File: src/core/shcd_pkg.sv
// package for the serial host command decoder
package shcd_pkg;

  // command classes in the top two bits
  localparam logic [1:0] CLS_READ  = 2'h0;
  localparam logic [1:0] CLS_WRITE = 2'h1;
  localparam logic [1:0] CLS_PAGE  = 2'h2;
  localparam logic [1:0] CLS_INSTR = 2'h3;

  // instruction fields and control codes
  localparam int         INSTR_CAL_BIT = 5;
  localparam logic [4:0] CTL_SW_RESET  = 5'h01;
  localparam logic [4:0] CTL_STANDBY   = 5'h02;
  localparam logic [4:0] CTL_WAKEUP    = 5'h03;
  localparam logic [4:0] CTL_CONV_ONE  = 5'h14;
  localparam logic [4:0] CTL_CONV_CONT = 5'h15;
  localparam logic [4:0] CTL_CONV_HALT = 5'h18;

  // calibration types and channels
  localparam logic [1:0] CAL_DC_OFFSET = 2'h0;
  localparam logic [1:0] CAL_AC_OFFSET = 2'h2;
  localparam logic [1:0] CAL_GAIN      = 2'h3;
  localparam logic [2:0] CH_I1         = 3'h1;
  localparam logic [2:0] CH_V1         = 3'h2;
  localparam logic [2:0] CH_I2         = 3'h3;
  localparam logic [2:0] CH_V2         = 3'h4;
  localparam logic [2:0] CH_ALL        = 3'h6;

  // checksum seed and data length
  localparam logic [7:0] CSUM_SEED   = 8'hff;
  localparam logic [1:0] DATA_LAST   = 2'h2;
  localparam logic [1:0] TX_LAST_RAW = 2'h2;
  localparam logic [1:0] TX_LAST_CS  = 2'h3;
  localparam logic [5:0] PAGE_RESET  = 6'h00;

  // inactivity timeout
  localparam int CLK_HZ      = 40_000_000;
  localparam int TIMEOUT_MS  = 128;
  localparam int TIMEOUT_CYC = (CLK_HZ / 1000) * TIMEOUT_MS;
  localparam int TMO_W       = 23;

  typedef enum logic [2:0] {
    ST_IDLE   = 3'h0,
    ST_CSUM   = 3'h1,
    ST_DATA   = 3'h3,
    ST_RDWAIT = 3'h2,
    ST_TX     = 3'h6
  } shcd_state_e;

  typedef struct packed {
    logic [11:0] addr;
    logic [23:0] wdata;
  } shcd_req_s;

  typedef struct packed {
    logic       abort;
    logic       sw_reset;
    logic       standby;
    logic       wakeup;
    logic       conv_one;
    logic       conv_cont;
    logic       conv_halt;
    logic       cal_start;
    logic [1:0] cal_type;
    logic [2:0] cal_chan;
  } shcd_instr_s;

endpackage : shcd_pkg

File: src/core/shcd_csum.sv
// running receive checksum accumulator
`timescale 1ns/1ps
module shcd_csum (
  // clock and reset
  input  wire logic       clk,
  input  wire logic       arst_n,
  // byte stream
  input  wire logic       clear,
  input  wire logic       add,
  input  wire logic [7:0] data,
  // running sum
  output logic [7:0]      sum
);

  logic [7:0] sum_r;
  logic [7:0] sum_nxt;

  // borrow dropped, so the sum wraps in eight bits
  assign sum_nxt = clear ? shcd_pkg::CSUM_SEED : 8'(sum_r - data);
  assign sum     = sum_r;

  // clear beats add: a closing transaction restarts the seed
  always_ff @(posedge clk or negedge arst_n) begin
    if (!arst_n) begin
      sum_r <= shcd_pkg::CSUM_SEED;
    end else if (clear || add) begin
      sum_r <= sum_nxt;
    end
  end

endmodule : shcd_csum

File: src/core/shcd_decoder.sv
// serial host command decoder top
`timescale 1ns/1ps
module shcd_decoder #(
  parameter int unsigned TIMEOUT_CYC = shcd_pkg::TIMEOUT_CYC
) (
  // clock and reset
  input  wire logic                 CLK_SYS,
  input  wire logic                 ARST_N,
  // received bytes from the framer
  input  wire logic                 RX_VALID,
  input  wire logic [7:0]           RX_DATA,
  // checksum enable from the serial control register
  input  wire logic                 CSUM_EN,
  // transmitted bytes to the framer
  output logic                      TX_VALID,
  input  wire logic                 TX_READY,
  output logic [7:0]                TX_DATA,
  // register file access
  output logic                      RD_REQ,
  output logic                      WR_REQ,
  output shcd_pkg::shcd_req_s       REG_REQ,
  input  wire logic                 RD_VALID,
  input  wire logic [23:0]          RD_DATA,
  // process control
  output shcd_pkg::shcd_instr_s     INSTR,
  output logic                      CSUM_ERR,
  output logic [5:0]                PAGE
);

  shcd_pkg::shcd_state_e state_r;
  shcd_pkg::shcd_state_e state_nxt;
  logic [7:0]                  cmd_r;
  logic [23:0]                 wdata_r;
  logic [1:0]                  cnt_r;
  logic [5:0]                  page_r;
  logic [31:0]                 tx_sh_r;
  logic [7:0]                  tx_byte_r;
  logic [1:0]                  tx_cnt_r;
  logic                        tx_cs_r;
  logic [shcd_pkg::TMO_W-1:0]  tmo_r;
  logic                        rd_req_r;
  logic                        wr_req_r;
  logic                        csum_err_r;
  shcd_pkg::shcd_req_s         req_r;
  shcd_pkg::shcd_instr_s       instr_r;
  shcd_pkg::shcd_instr_s       instr_nxt;

  logic [7:0]  rx_sum;
  logic        in_rx;
  logic        rx_take;
  logic [7:0]  exec_cmd;
  logic [23:0] exec_wdata;
  logic [1:0]  exec_cls;
  logic        last_data;
  logic        need_cs;
  logic        exec;
  logic        csum_bad;
  logic        rd_go;
  logic        wr_go;
  logic        page_go;
  logic        ins_go;
  logic        tmo_hit;
  logic        tx_take;
  logic        tx_done;
  logic        go_idle;
  logic        is_cal;
  logic [4:0]  ctl_code;
  logic [1:0]  cal_type;
  logic [2:0]  cal_chan;
  logic        cal_ok;
  logic [7:0]  tx_cs;

  ////////////////////////////////////////////////////////////////////////////
  // receive decode

  // bytes are ignored while the answer to a read is pending
  assign in_rx   = (state_r == shcd_pkg::ST_IDLE) ||
                   (state_r == shcd_pkg::ST_DATA) ||
                   (state_r == shcd_pkg::ST_CSUM);
  assign rx_take = RX_VALID && in_rx;

  // the idle byte is always the command
  assign exec_cmd   = (state_r == shcd_pkg::ST_IDLE) ? RX_DATA : cmd_r;
  assign exec_cls   = exec_cmd[7:6];
  assign exec_wdata = (state_r == shcd_pkg::ST_DATA) ?
                      {wdata_r[15:0], RX_DATA} : wdata_r;
  assign last_data  = (state_r == shcd_pkg::ST_DATA) &&
                      (cnt_r == shcd_pkg::DATA_LAST);
  assign need_cs    = CSUM_EN;

  // execute on the final byte, or on a matching checksum byte
  assign csum_bad = rx_take && (state_r == shcd_pkg::ST_CSUM) &&
                    (RX_DATA != rx_sum);
  assign exec = rx_take && (
      ((state_r == shcd_pkg::ST_IDLE) &&
       (RX_DATA[7:6] != shcd_pkg::CLS_WRITE) && !need_cs) ||
      (last_data && !need_cs) ||
      ((state_r == shcd_pkg::ST_CSUM) && (RX_DATA == rx_sum)));

  assign rd_go   = exec && (exec_cls == shcd_pkg::CLS_READ);
  assign wr_go   = exec && (exec_cls == shcd_pkg::CLS_WRITE);
  assign page_go = exec && (exec_cls == shcd_pkg::CLS_PAGE);
  assign ins_go  = exec && (exec_cls == shcd_pkg::CLS_INSTR);

  ////////////////////////////////////////////////////////////////////////////
  // instruction decode

  assign is_cal   = exec_cmd[shcd_pkg::INSTR_CAL_BIT];
  assign ctl_code = exec_cmd[4:0];
  assign cal_type = exec_cmd[4:3];
  assign cal_chan = exec_cmd[2:0];
  // reserved type or channel codes abort but start nothing
  assign cal_ok = (cal_type != 2'h1) &&
                  ((cal_chan == shcd_pkg::CH_I1) ||
                   (cal_chan == shcd_pkg::CH_V1) ||
                   (cal_chan == shcd_pkg::CH_I2) ||
                   (cal_chan == shcd_pkg::CH_V2) ||
                   (cal_chan == shcd_pkg::CH_ALL));

  // every instruction aborts; the code picks what starts next
  always_comb begin
    instr_nxt           = '0;
    instr_nxt.abort     = ins_go;
    instr_nxt.sw_reset  = ins_go && !is_cal &&
                          (ctl_code == shcd_pkg::CTL_SW_RESET);
    instr_nxt.standby   = ins_go && !is_cal &&
                          (ctl_code == shcd_pkg::CTL_STANDBY);
    instr_nxt.wakeup    = ins_go && !is_cal &&
                          (ctl_code == shcd_pkg::CTL_WAKEUP);
    instr_nxt.conv_one  = ins_go && !is_cal &&
                          (ctl_code == shcd_pkg::CTL_CONV_ONE);
    instr_nxt.conv_cont = ins_go && !is_cal &&
                          (ctl_code == shcd_pkg::CTL_CONV_CONT);
    instr_nxt.conv_halt = ins_go && !is_cal &&
                          (ctl_code == shcd_pkg::CTL_CONV_HALT);
    instr_nxt.cal_start = ins_go && is_cal && cal_ok;
    instr_nxt.cal_type  = ins_go ? cal_type : 2'h0;
    instr_nxt.cal_chan  = ins_go ? cal_chan : 3'h0;
  end

  ////////////////////////////////////////////////////////////////////////////
  // timeout and transmit helpers

  // only a half-received transaction waits on the host
  assign tmo_hit = ((state_r == shcd_pkg::ST_DATA) ||
                    (state_r == shcd_pkg::ST_CSUM)) && !rx_take &&
                   (tmo_r == shcd_pkg::TMO_W'(TIMEOUT_CYC - 1));

  assign tx_take = (state_r == shcd_pkg::ST_TX) && TX_READY;
  assign tx_done = tx_take && (tx_cnt_r == (tx_cs_r ? shcd_pkg::TX_LAST_CS :
                                            shcd_pkg::TX_LAST_RAW));
  assign tx_cs   = 8'(shcd_pkg::CSUM_SEED - RD_DATA[23:16] -
                      RD_DATA[15:8] - RD_DATA[7:0]);

  ////////////////////////////////////////////////////////////////////////////
  // sequencer

  always_comb begin
    state_nxt = state_r;
    case (state_r)
      shcd_pkg::ST_IDLE: begin
        if (rx_take && RX_DATA[7:6] == shcd_pkg::CLS_WRITE) begin
          state_nxt = shcd_pkg::ST_DATA;
        end else if (rx_take && need_cs) begin
          state_nxt = shcd_pkg::ST_CSUM;
        end
      end
      shcd_pkg::ST_DATA: begin
        if (last_data && need_cs) begin
          state_nxt = shcd_pkg::ST_CSUM;
        end else if (last_data) begin
          state_nxt = shcd_pkg::ST_IDLE;
        end
      end
      shcd_pkg::ST_CSUM: begin
        if (rx_take) begin
          state_nxt = shcd_pkg::ST_IDLE;
        end
      end
      shcd_pkg::ST_RDWAIT: begin
        if (RD_VALID) begin
          state_nxt = shcd_pkg::ST_TX;
        end
      end
      shcd_pkg::ST_TX: begin
        if (tx_done) begin
          state_nxt = shcd_pkg::ST_IDLE;
        end
      end
      default: state_nxt = shcd_pkg::ST_IDLE;
    endcase
    if (rd_go) begin
      state_nxt = shcd_pkg::ST_RDWAIT;
    end
    if (tmo_hit) begin
      state_nxt = shcd_pkg::ST_IDLE;
    end
  end

  assign go_idle = (state_nxt == shcd_pkg::ST_IDLE);

  shcd_csum u_rx_csum (
    .clk    (CLK_SYS),
    .arst_n (ARST_N),
    .clear  (go_idle),
    .add    (rx_take && (state_r != shcd_pkg::ST_CSUM)),
    .data   (RX_DATA),
    .sum    (rx_sum)
  );

  // transaction state
  always_ff @(posedge CLK_SYS or negedge ARST_N) begin
    if (!ARST_N) begin
      state_r <= shcd_pkg::ST_IDLE;
      cmd_r   <= 8'h00;
      wdata_r <= 24'h000000;
      cnt_r   <= 2'h0;
      tmo_r   <= '0;
    end else begin
      state_r <= state_nxt;
      if (rx_take && state_r == shcd_pkg::ST_IDLE) begin
        cmd_r <= RX_DATA;
      end
      if (rx_take && state_r == shcd_pkg::ST_DATA) begin
        wdata_r <= exec_wdata;
      end
      // cleared outside DATA so a back-to-back write starts at byte zero
      cnt_r <= (state_r != shcd_pkg::ST_DATA) ? 2'h0 :
               (rx_take ? 2'(cnt_r + 2'h1) : cnt_r);
      tmo_r <= (rx_take || go_idle) ? '0 : shcd_pkg::TMO_W'(tmo_r + 1'b1);
    end
  end

  // page and register requests; page survives everything but a select or a reset
  always_ff @(posedge CLK_SYS or negedge ARST_N) begin
    if (!ARST_N) begin
      page_r     <= shcd_pkg::PAGE_RESET;
      req_r      <= '0;
      rd_req_r   <= 1'b0;
      wr_req_r   <= 1'b0;
      csum_err_r <= 1'b0;
      instr_r    <= '0;
    end else begin
      if (page_go) begin
        page_r <= exec_cmd[5:0];
      end
      if (rd_go || wr_go) begin
        req_r.addr  <= {page_r, exec_cmd[5:0]};
        req_r.wdata <= wr_go ? exec_wdata : 24'h000000;
      end
      rd_req_r   <= rd_go;
      wr_req_r   <= wr_go;
      csum_err_r <= csum_bad;
      instr_r    <= instr_nxt;
    end
  end

  // read answer shifts out high byte first, checksum last
  always_ff @(posedge CLK_SYS or negedge ARST_N) begin
    if (!ARST_N) begin
      tx_sh_r   <= 32'h00000000;
      tx_byte_r <= 8'h00;
      tx_cnt_r  <= 2'h0;
      tx_cs_r   <= 1'b0;
    end else if (state_r == shcd_pkg::ST_RDWAIT && RD_VALID) begin
      tx_sh_r   <= {RD_DATA[15:0], tx_cs, 8'h00};
      tx_byte_r <= RD_DATA[23:16];
      tx_cnt_r  <= 2'h0;
      tx_cs_r   <= CSUM_EN;
    end else if (tx_take) begin
      tx_sh_r   <= {tx_sh_r[23:0], 8'h00};
      tx_byte_r <= tx_sh_r[31:24];
      tx_cnt_r  <= 2'(tx_cnt_r + 2'h1);
    end
  end

  assign TX_VALID = (state_r == shcd_pkg::ST_TX);
  assign TX_DATA  = tx_byte_r;
  assign RD_REQ   = rd_req_r;
  assign WR_REQ   = wr_req_r;
  assign REG_REQ  = req_r;
  assign INSTR    = instr_r;
  assign CSUM_ERR = csum_err_r;
  assign PAGE     = page_r;
endmodule : shcd_decoder

File: config.mk
export PLATFORM = sky130hd
export DESIGN_NAME = shcd_decoder
export DESIGN_NICKNAME = d
export VERILOG_FILES = /design/src/core/shcd_pkg.sv /design/src/core/shcd_csum.sv /design/src/core/shcd_decoder.sv
export SDC_FILE = /design/constraint.sdc
export NUM_CORES = 1
export LEC_CHECK = 0
export ABC_CLOCK_PERIOD_IN_PS = 6000
export BUFFER_PORTS_ARGS = -buffer_cell sky130_fd_sc_hd__buf_2
export CORE_ASPECT_RATIO = 1.1
export CORE_MARGIN = 1.5
export CORE_UTILIZATION = 40
export CTS_BUF_LIST = sky130_fd_sc_hd__clkbuf_4
export DETAILED_ROUTE_END_ITERATION = 6
export PLACE_DENSITY_LB_ADDON = 0.1
export SYNTH_ARGS = -nofsm -noshare
export SYNTH_HDL_FRONTEND = slang
export SYNTH_SLANG_ARGS = --single-unit
File: constraint.sdc
create_clock -name CLK_SYS -period 6 [get_ports CLK_SYS]
set_input_delay 0.9 -clock CLK_SYS [delete_from_list [all_inputs] [get_ports CLK_SYS]]
set_output_delay 0.9 -clock CLK_SYS [all_outputs]
set_load 0.03 [all_outputs]
; ---- Word level (Yosys, flattened, before mapping)
; Cells that the tools add are included.
[word_totals]
ff_bits = 169
inputBits = 38
output_inout_bits = 67
wordCells = 141
[op_classes]
addsub = 7
eq_ne = 28
n_mux = 26
reduce_logical = 54
[ops]
columns = cell, n
row1 = $mux 32, 2
row2 = $mux 24, 2
row3 = $logic_and 1x1->1, 34
row4 = $mux 8, 4
row5 = $mux 3, 10
row6 = $sub 8x8->8, 3
row7 = $add 23x1->23 const B, 1
row8 = $eq 23x23->1 const B, 1
row9 = $mux 23, 1
row10 = $eq 5x5->1 const B, 3
row11 = $pmux 3 s5, 1
row12 = $eq 3x2->1 const B, 4
row13 = $logic_or 1x1->1, 12
row14 = $eq 5x2->1 const B, 2
row15 = $mux 2, 5
row16 = $eq 3x3->1 const B, 3
row17 = $eq 8x8->1, 1
row18 = $ne 8x8->1, 1
row19 = $sub 8x8->8 const A, 1
row20 = $eq 2x2->1 const B, 3
row21 = $eq 3x1->1 const B, 2
row22 = $logic_not 3->1, 2
row23 = $eq 5x1->1 const B, 1
row24 = $add 2x1->2 const B, 2
row25 = other kinds (9), 14

; ---- Logic depth before layout (Yosys ltp)
; Gate-level depths: netlist of the first run.
[logic_depth]
ltp_word = 13
mapped_depth = 10
mapped_depth_nobuf = 10

; ---- Hierarchy
; Synthesis of the first run repeated with hierarchy kept, for this count alone.
[hier_totals]
hier_cells = 751
hier_area_um2 = 8099.0
[by_module_without_submodules]
columns = module, instances, cells_each, area_per_inst_um2
row1 = shcd_decoder, 1, 678, 7424.6
row2 = shcd_csum, 1, 73, 674.4

; ---- Least setup slack after synthesis of the first run
; Ideal clock, no wire load.
[synth_timing]
path_type = input to register
from = in RD_DATA[8]
to = reg tx_sh_r[14]
setup_time_ns = 0.135
arrival_time_ns = 2.646
path_slack_ns = 3.218
path_stages = 9
path_buffers = 0
path_cell_list = inv_1 -> fa_1 -> fa_1 -> a21o_1 -> a21oi_1 -> o21bai_1 -> a21oi_1 -> xor2_1 -> o21ai_0
[synth_via]
elab_chain_len = 3
[synth_rtl]
columns = element, line
row1 = "start, declared", shcd_decoder.sv:23  ; input wire logic [23:0] RD_DATA,
row2 = $sub 8x8->8, shcd_decoder.sv:152  ; assign tx_cs = 8'(shcd_pkg::CSUM_SEED - RD_DATA[23:16] -
row3 = $sub 8x8->8, shcd_decoder.sv:153  ; RD_DATA[15:8] - RD_DATA[7:0]);
row4 = $mux 32, shcd_decoder.sv:265  ; end else if (state_r == shcd_pkg::ST_RDWAIT && RD_VALID) begin
row5 = "end signal, assigned", shcd_decoder.sv:266  ; tx_sh_r <= {RD_DATA[15:0], tx_cs, 8'h00};
row6 = "end signal, assigned", shcd_decoder.sv:271  ; tx_sh_r <= {tx_sh_r[23:0], 8'h00};
row7 = "end, declared", shcd_decoder.sv:36  ; logic [31:0] tx_sh_r;
; No other way between the ends.
; A chain may end at the register's enable or synchronous reset.

; ---- Worst setup path after layout of the first run
[layout_timing]
from = reg state_r[1]
to = reg page_r[1] (netlist: PAGE[1])
[layout_via]
elab_chain_len = 7
[layout_rtl]
columns = element, line
row1 = "start, declared", shcd_decoder.sv:30  ; shcd_pkg::shcd_state_e state_r;
row2 = "start signal, assigned", shcd_decoder.sv:214  ; state_r <= shcd_pkg::ST_IDLE;
row3 = "start signal, assigned", shcd_decoder.sv:220  ; state_r <= state_nxt;
row4 = $eq 3x2->1 or $logic_not 3->1 (tied branches), -
row5 = "$logic_and 1x1->1, on equally long branches", "shcd_decoder.sv:87, shcd_decoder.sv:95"
row6 = "$logic_and 1x1->1, on equally long branches", "shcd_decoder.sv:97, shcd_decoder.sv:96"
row7 = $logic_or 1x1->1, shcd_decoder.sv:96  ; (RX_DATA[7:6] != shcd_pkg::CLS_WRITE) && !need_cs) ||
row8 = $logic_or 1x1->1, shcd_decoder.sv:97  ; (last_data && !need_cs) ||
row9 = $logic_and 1x1->1, shcd_decoder.sv:94  ; assign exec = rx_take && (
row10 = $logic_and 1x1->1, shcd_decoder.sv:102  ; assign page_go = exec && (exec_cls == shcd_pkg::CLS_PAGE);
row11 = "end signal, assigned", shcd_decoder.sv:237  ; page_r <= shcd_pkg::PAGE_RESET;
row12 = "end signal, assigned", shcd_decoder.sv:245  ; page_r <= exec_cmd[5:0];
row13 = "end, declared", shcd_decoder.sv:35  ; logic [5:0] page_r;
; Several ways; a longest one is shown, not always the timed one.

==> flow_summary.json, run 1 <==
{
  "p_seq_share_pct": 45.3,
  "grt_first_pass_wirelength_mm": 28.7,
  "fin_area_mm2": 0.00903,
  "synth_xor_xnor_area_share_pct": 4.07,
  "post_drt_via_cell_ratio": 5.19,
  "status": "finished, final reports clean",
  "critical_path_class": "reg -> reg",
  "hold_ws_ns": 0.475,
  "leakagePower_nw": 4.59,
  "async_reset_ff_share_pct": 100,
  "final_core_util_pct": 46.8,
  "period_share_pct": 49.6,
  "rsz0062_at_grt": "false",
  "antenna_found_initial": 1,
  "synth.mux.area_fraction_pct": 11.9,
  "synth_fa_ha_area_share_pct": 4.85,
  "min_path_type": "in -> async",
  "synth_edf_count": 0,
  "post_cts_buffers": 0,
  "seq_area_frac_synth_pct": 50.8,
  "synth-simple-area-share_pct": 13.8,
  "core-area_mm2": 0.0193,
  "routedWlPerCell_um": 15.7,
  "route.detailed.drc": 0,
  "cp.arrival_ns": 3.43,
  "die-area_mm2": 0.0207,
  "ys_seq_elements": 161,
  "ys_warn_count": 0,
  "required_ns": 6.45,
  "drive_above_1_share_pct": 24.3,
  "synthCells": 741,
  "intPower_mw": 2.08,
  "drtIter0Drc": 267,
  "syn_to_final_growth_pct": 13.5,
  "first_pass_iters": 5,
  "cp_num_buf_inv": 0,
  "ys_top_cells_by_area": "dfrtp_1, mux2i_1, mux2_2",
  "clock_path_buffers": 2,
  "swShare_pct": 37.9,
  "slew_headroom_pct": 34.2,
  "path_cells": "or3_4 -> mux2i_4 -> o2111ai_1 -> mux2_2",
  "path_delay_family": "multiplexers",
  "fin_total_pwr_mw": 3.35,
  "dp_hpwl_mm": 12.1,
  "startpoint": "state_r[1]$_DFF_PN0_",
  "rows": 53,
  "critPathCaptureType": "register",
  "clk_latency_ns": 0.56,
  "p_per_area_mw_per_mm2": 371,
  "numPlacedInstances": 1064,
  "worst_slew_pin_slew_ns": 0.988,
  "clockPowerShare_pct": 21.5,
  "grt_max_degree": 109,
  "wl_mm": 17.2,
  "yosysMostFrequentCell": "dfrtp_1",
  "worst_slack_ns": 3.02,
  "cts.sinks": 161,
  "power.net_switching_mw": 1.27,
  "cts_resized": 0,
  "dpl-instance-area_mm2": 0.00870,
  "ant_nets": 0,
  "pwr-share-comb_pct": 33.1,
  "htree_levels": 4,
  "synth.distinct_cells": 61,
  "maxCapViolCount": 0,
  "die_w_um": 137,
  "tns_ns": 0,
  "skew_ns": 0.0297,
  "grt_pass1_vias": 5801,
  "cts-root-buf": "clkbuf_4",
  "cp_max_fo": 26,
  "layoutNonFillerInstCount": 1097,
  "nNetsFinal": 900,
  "boundaryPins": 105,
  "crit-reg2reg-launch": "state_r[1]$_DFF_PN0_",
  "slew_viol_final": 0,
  "synth_fp_nets": 805,
  "yosysTopAreaCellShare_pct": 48.1,
  "yosys.area.top_type": "dfrtp_1",
  "route.vias.total": 5690,
  "period_needed_ns": 2.98,
  "syn_avg_cell_area_um2": 10.7,
  "worst_ir_drop_vdd_v": 0.000178,
  "synthTopCellsByCount": "dfrtp_1, nand2_1, o21ai_0",
  "synth_compound_area_share_pct": 10.6,
  "numPortBuffers": 104,
  "synth_top_family_by_area": "simple AND/OR/NAND/NOR gates",
  "hold_viol_final": 0,
  "crit_path_top_delay_cell": "mux2i_4",
  "numCtsBuffers": 17,
  "cts.clk_slew.worst_paths_ns": 0.15,
  "place_congestion": 0.801,
  "start_kind": "register",
  "hold_buffers": 0,
  "max_stage_delay_ns": 0.73,
  "synth_ff_type": "dfrtp_1",
  "max_freq_mhz": 336,
  "start_util_pct": 41.2,
  "grt_overflow_total": 0,
  "netlist_area_mm2": 0.00795,
  "pre_cts_ws_ns": 2.88,
  "tritoncts": "yes",
  "finalSetupViolCount": 0,
  "dieHeight_um": 151,
  "grt_use_total_pct": 17.8
}
[metal layers]
layer  global-route usage (%)  routed length (um)  share of wire, %
met1                     22.4                7670                45
met2                     30.4                8670                50
met3                     3.71                 639               3.7
met4                     5.63                 256               1.5
met5                        0                   0                 0
[sequential cells by signal (all words and copies together) (netlist names)]
name,count
INSTR,13
RD_REQ,1
state_r,3
tx_sh_r,24
PAGE,6
WR_REQ,1
TX_DATA,8
cmd_r,8
wdata_r,24
tmo_r,23
CSUM_ERR,1
tx_cs_r,1
cnt_r,2
tx_cnt_r,2
u_rx_csum.sum,8
REG_REQ,36
[final cells by class]
class | instances | area [um2]
Sequential cell | 161 | 4040
Fill cell | 1815 | 10300
Clock inverter | 15 | 199
Clock buffer | 17 | 128
Antenna cell | 1 | 2.50
Timing Repair Buffer | 111 | 579
Multi-Input combinational cell | 502 | 3610
Inverter | 43 | 161
Tap cell | 247 | 309
[worst paths after layout]
kind                                           end  slack [ns]  cells past startpoint
max                            PAGE[1]$_DFFE_PN0P_        3.02                      4
min                        REG_REQ[34]$_DFFE_PN0P_        0.48                      1
max reg2reg                    PAGE[1]$_DFFE_PN0P_        3.02                      4
min reg2reg                REG_REQ[19]$_DFFE_PN0P_        0.49                      2
max in group asynchronous     cnt_r[0]$_DFFE_PN0P_        4.20                      2
min in group CLK_SYS       REG_REQ[19]$_DFFE_PN0P_        0.49                      2
[power by group through the flow]
stage | Combinational (mW) | Clock [mW] | Sequential (mW)
after floorplan | 0.798 | 0 | 1.55
after global placement | 1.09 | 0 | 1.53
after detailed placement | 1.12 | 0 | 1.54
after CTS | 1.12 | 0.756 | 1.52
after global routing | 1.25 | 0.800 | 1.56
final | 1.11 | 0.722 | 1.52
[layout by cell type (no fill, tap or decap), types with 6 or more instances in the layout]
cell type  synthesis  layout
and3_1             6       6
dfstp_2            8       8
nor3_1            11      11
clkbuf_4           0      17
a21oi_1           14      14
buf_4              0       7
o31ai_1           26      26
mux2i_1           48      48
dfrtp_1          153     153
xor2_1            25      25
nor2_1            48      48
fa_1               8       8
nor2b_1            6       6
mux2_2            33      33
nand2_1           95      95
buf_2              9     103
nand3_1           23      23
o21ai_0           57      57
ha_1              18      18
xnor2_1           12      12
inv_1             43      43
nand4_1            7       7
[cells by family after synthesis]
family          Yosys count
xor+xnor                 37
simple gates            227
buf+inv                  78
compound gates          125
flops                   161
fa+ha+maj                26
mux                      87
Note: power is estimated with default switching activity, not from simulation.
==> run 2: changes to the inputs <==
Settings changed: ABC_AREA set to 1, ABC_CLOCK_PERIOD_IN_PS 6000 to 2590.
Clock period 6 ns to 2.59 ns, I/O delays scaled along.
==> flow_summary.json, run 2 <==
{
  "skew_ns": 0.0288,
  "synth_fp_nets": 1000,
  "rsz0062_at_grt": "false",
  "syn_avg_cell_area_um2": 8.74,
  "path_cells": "inv_1 -> ha_1 -> nand2_1 -> nor2_1 -> nand4_1 -> a21oi_2 -> nand2_1 -> inv_2 -> nand2_2 -> o21ai_0",
  "max_freq_mhz": 442,
  "post_cts_buffers": 0,
  "synth.distinct_cells": 44,
  "numPortBuffers": 104,
  "ant_nets": 0,
  "antenna_found_initial": 1,
  "status": "finished with violations",
  "yosysTopAreaCellShare_pct": 46.8,
  "first_pass_iters": 6,
  "grt_use_total_pct": 18.2,
  "start_util_pct": 41.0,
  "netlist_area_mm2": 0.00818,
  "wl_mm": 18.1,
  "synth-simple-area-share_pct": 21.3,
  "syn_to_final_growth_pct": 13.7,
  "worst_path_most_repeated_cell": "nand2_1",
  "synth.mux.area_fraction_pct": 0,
  "dieHeight_um": 153,
  "core-area_mm2": 0.0199,
  "start_kind": "register",
  "numCtsBuffers": 17,
  "htree_levels": 4,
  "max_stage_delay_ns": 0.55,
  "critPathCaptureType": "register",
  "synth_top_family_by_area": "simple AND/OR/NAND/NOR gates",
  "route.vias.total": 6348,
  "failed_checks": "DRC",
  "synth_ff_type": "dfrtp_1",
  "final_cell_mix": "nand2_1, dfrtp_1, o21ai_0",
  "async_reset_ff_share_pct": 100,
  "period_share_pct": 87.4,
  "tritoncts": "yes",
  "synthCells": 936,
  "synth_compound_area_share_pct": 13.6,
  "p_per_area_mw_per_mm2": 1030,
  "cp_max_fo": 25,
  "ys_seq_elements": 161,
  "ys_top_cells_by_area": "dfrtp_1, nand2_1, o21ai_0",
  "synth_fa_ha_area_share_pct": 4.71,
  "period_needed_ns": 2.26,
  "hold_viol_final": 0,
  "yosysMostFrequentCell": "nand2_1",
  "ys_warn_count": 0,
  "boundaryPins": 105,
  "worst_slew_pin_slew_ns": 0.609,
  "finalSetupViolCount": 0,
  "leakagePower_nw": 4.61,
  "final_common_cell": "nand2_1",
  "grt_max_degree": 49,
  "synth_edf_count": 0,
  "tns_ns": 0,
  "layoutNonFillerInstCount": 1312,
  "grt_overflow_total": 0,
  "cts.sinks": 161,
  "slew_headroom_pct": 59.2,
  "clk_latency_ns": 0.57,
  "die-area_mm2": 0.0213,
  "clock_path_buffers": 2,
  "cts.clk_slew.worst_paths_ns": 0.15,
  "hold_buffers": 1,
  "post_drt_via_cell_ratio": 4.84,
  "slew_viol_final": 0,
  "yosys.area.top_type": "dfrtp_1",
  "drive_above_1_share_pct": 21.3,
  "cts_resized": 0,
  "drtIter0Drc": 375,
  "min_path_type": "in -> reg",
  "worst_ir_drop_vdd_v": 0.000473,
  "synth_xor_xnor_area_share_pct": 3.00,
  "rows": 54,
  "place_congestion": 0.830,
  "route.detailed.drc": 8,
  "grt_first_pass_wirelength_mm": 31.3,
  "cp.arrival_ns": 2.74,
  "fin_total_pwr_mw": 9.58,
  "dp_hpwl_mm": 12.9,
  "cts-root-buf": "clkbuf_4",
  "maxCapViolCount": 0,
  "seq_area_frac_synth_pct": 49.4,
  "required_ns": 3.06,
  "largest_register_ffs": 36,
  "numPlacedInstances": 1278,
  "nNetsFinal": 1110,
  "routedWlPerCell_um": 13.8,
  "die_w_um": 139,
  "grt_pass1_vias": 6248,
  "crit_path_top_delay_cell": "dfstp_2",
  "critical_path_class": "reg -> reg",
  "synthTopCellsByCount": "nand2_1, dfrtp_1, o21ai_0"
}
run 2: cell types whose count changed after synthesis, sizes merged, moves of 7 or more:
cell | previous run | this run
nand2 | 95 | 217
inv | 43 | 122
clkbuf | 25 | 18
nand3 | 24 | 36
xor2 | 25 | 15
nor2 | 49 | 85
o21ai | 58 | 170
o31ai | 26 | 0
mux2i | 52 | 0
mux2 | 35 | 0
run 2: cells by family (layout without fill, tap and decap cells):
family | count (synthesis) | after routing
and+or+nand+nor | 364 | 364
AOI/OAI and AO/OA | 204 | 204
DFF | 161 | 161
buffers and inverters | 153 | 276
xor gates and xnor gates | 28 | 28
adders and majority gates | 26 | 26
other | 0 | 1
run 2: stage by stage:
stage                     instance area [um2]  hold slack [ns]  util, %  worst slack (ns)
after global placement                   9000            0.368     45.1             0.213
after detailed placement                 9000            0.369     45.1             0.159
after global routing                     9300           0.0169     46.6            0.0533
after floorplan                          8180           0.0929        -             0.573
after CTS                                9290          0.00434     46.6             0.317
final                                    9300           0.0550     46.6             0.326
run 2: power by group:
part,switching [mW],internal [mW],total [mW]
Clock,0.967,0.587,1.55
Combinational,2.94,1.29,4.23
Sequential,0.416,3.38,3.80
Total,4.32,5.26,9.58
run 2: worst paths after layout:
path	startpoint	endpoint	slack [ns]	cells past startpoint
max reg2reg	u_rx_csum.sum[0]$_DFFE_PN1P_	REG_REQ[3]$_DFFE_PN0P_	0.33	10
max in group asynchronous	ARST_N	INSTR[3]$_DFF_PN0_	1.53	3
min reg2reg	tx_cnt_r[1]$_DFFE_PN0P_	tx_cnt_r[1]$_DFFE_PN0P_	0.48	1
min in group asynchronous	ARST_N	WR_REQ$_DFF_PN0_	0.32	2
max	u_rx_csum.sum[0]$_DFFE_PN1P_	REG_REQ[3]$_DFFE_PN0P_	0.33	10
min	RD_DATA[14]	tx_sh_r[30]$_DFFE_PN0P_	0.05	3
run 2: layout make-up:
type / count / area (um2)
Antenna cell: 1 / 2.50
Clock buffer: 17 / 128
Clock inverter: 15 / 158
Fill cell: 2000 / 10600
Inverter: 123 / 464
Multi-Input combinational cell: 622 / 3480
Sequential cell: 161 / 4040
Tap cell: 252 / 315
Timing Repair Buffer: 121 / 707
run 2: critical path, delay by kind of cell (launching register included):
kind	cells	cell delay [ns]
adder cells (fa/ha/maj)	1	0.29
AND/OR/NAND/NOR	5	0.77
buffers and inverters	2	0.12
flip-flops	1	0.55
AO/OA/AOI/OAI	2	0.45
run 2: per-layer routing:
metal	vias to the layer above	part of all wire [%]	track usage [%]
li1	3241	-	-
met1	2982	49	24.9
met2	105	47	29.3
met3	20	3.3	3.07
met4	0	1.3	5.88
met5	-	0	0
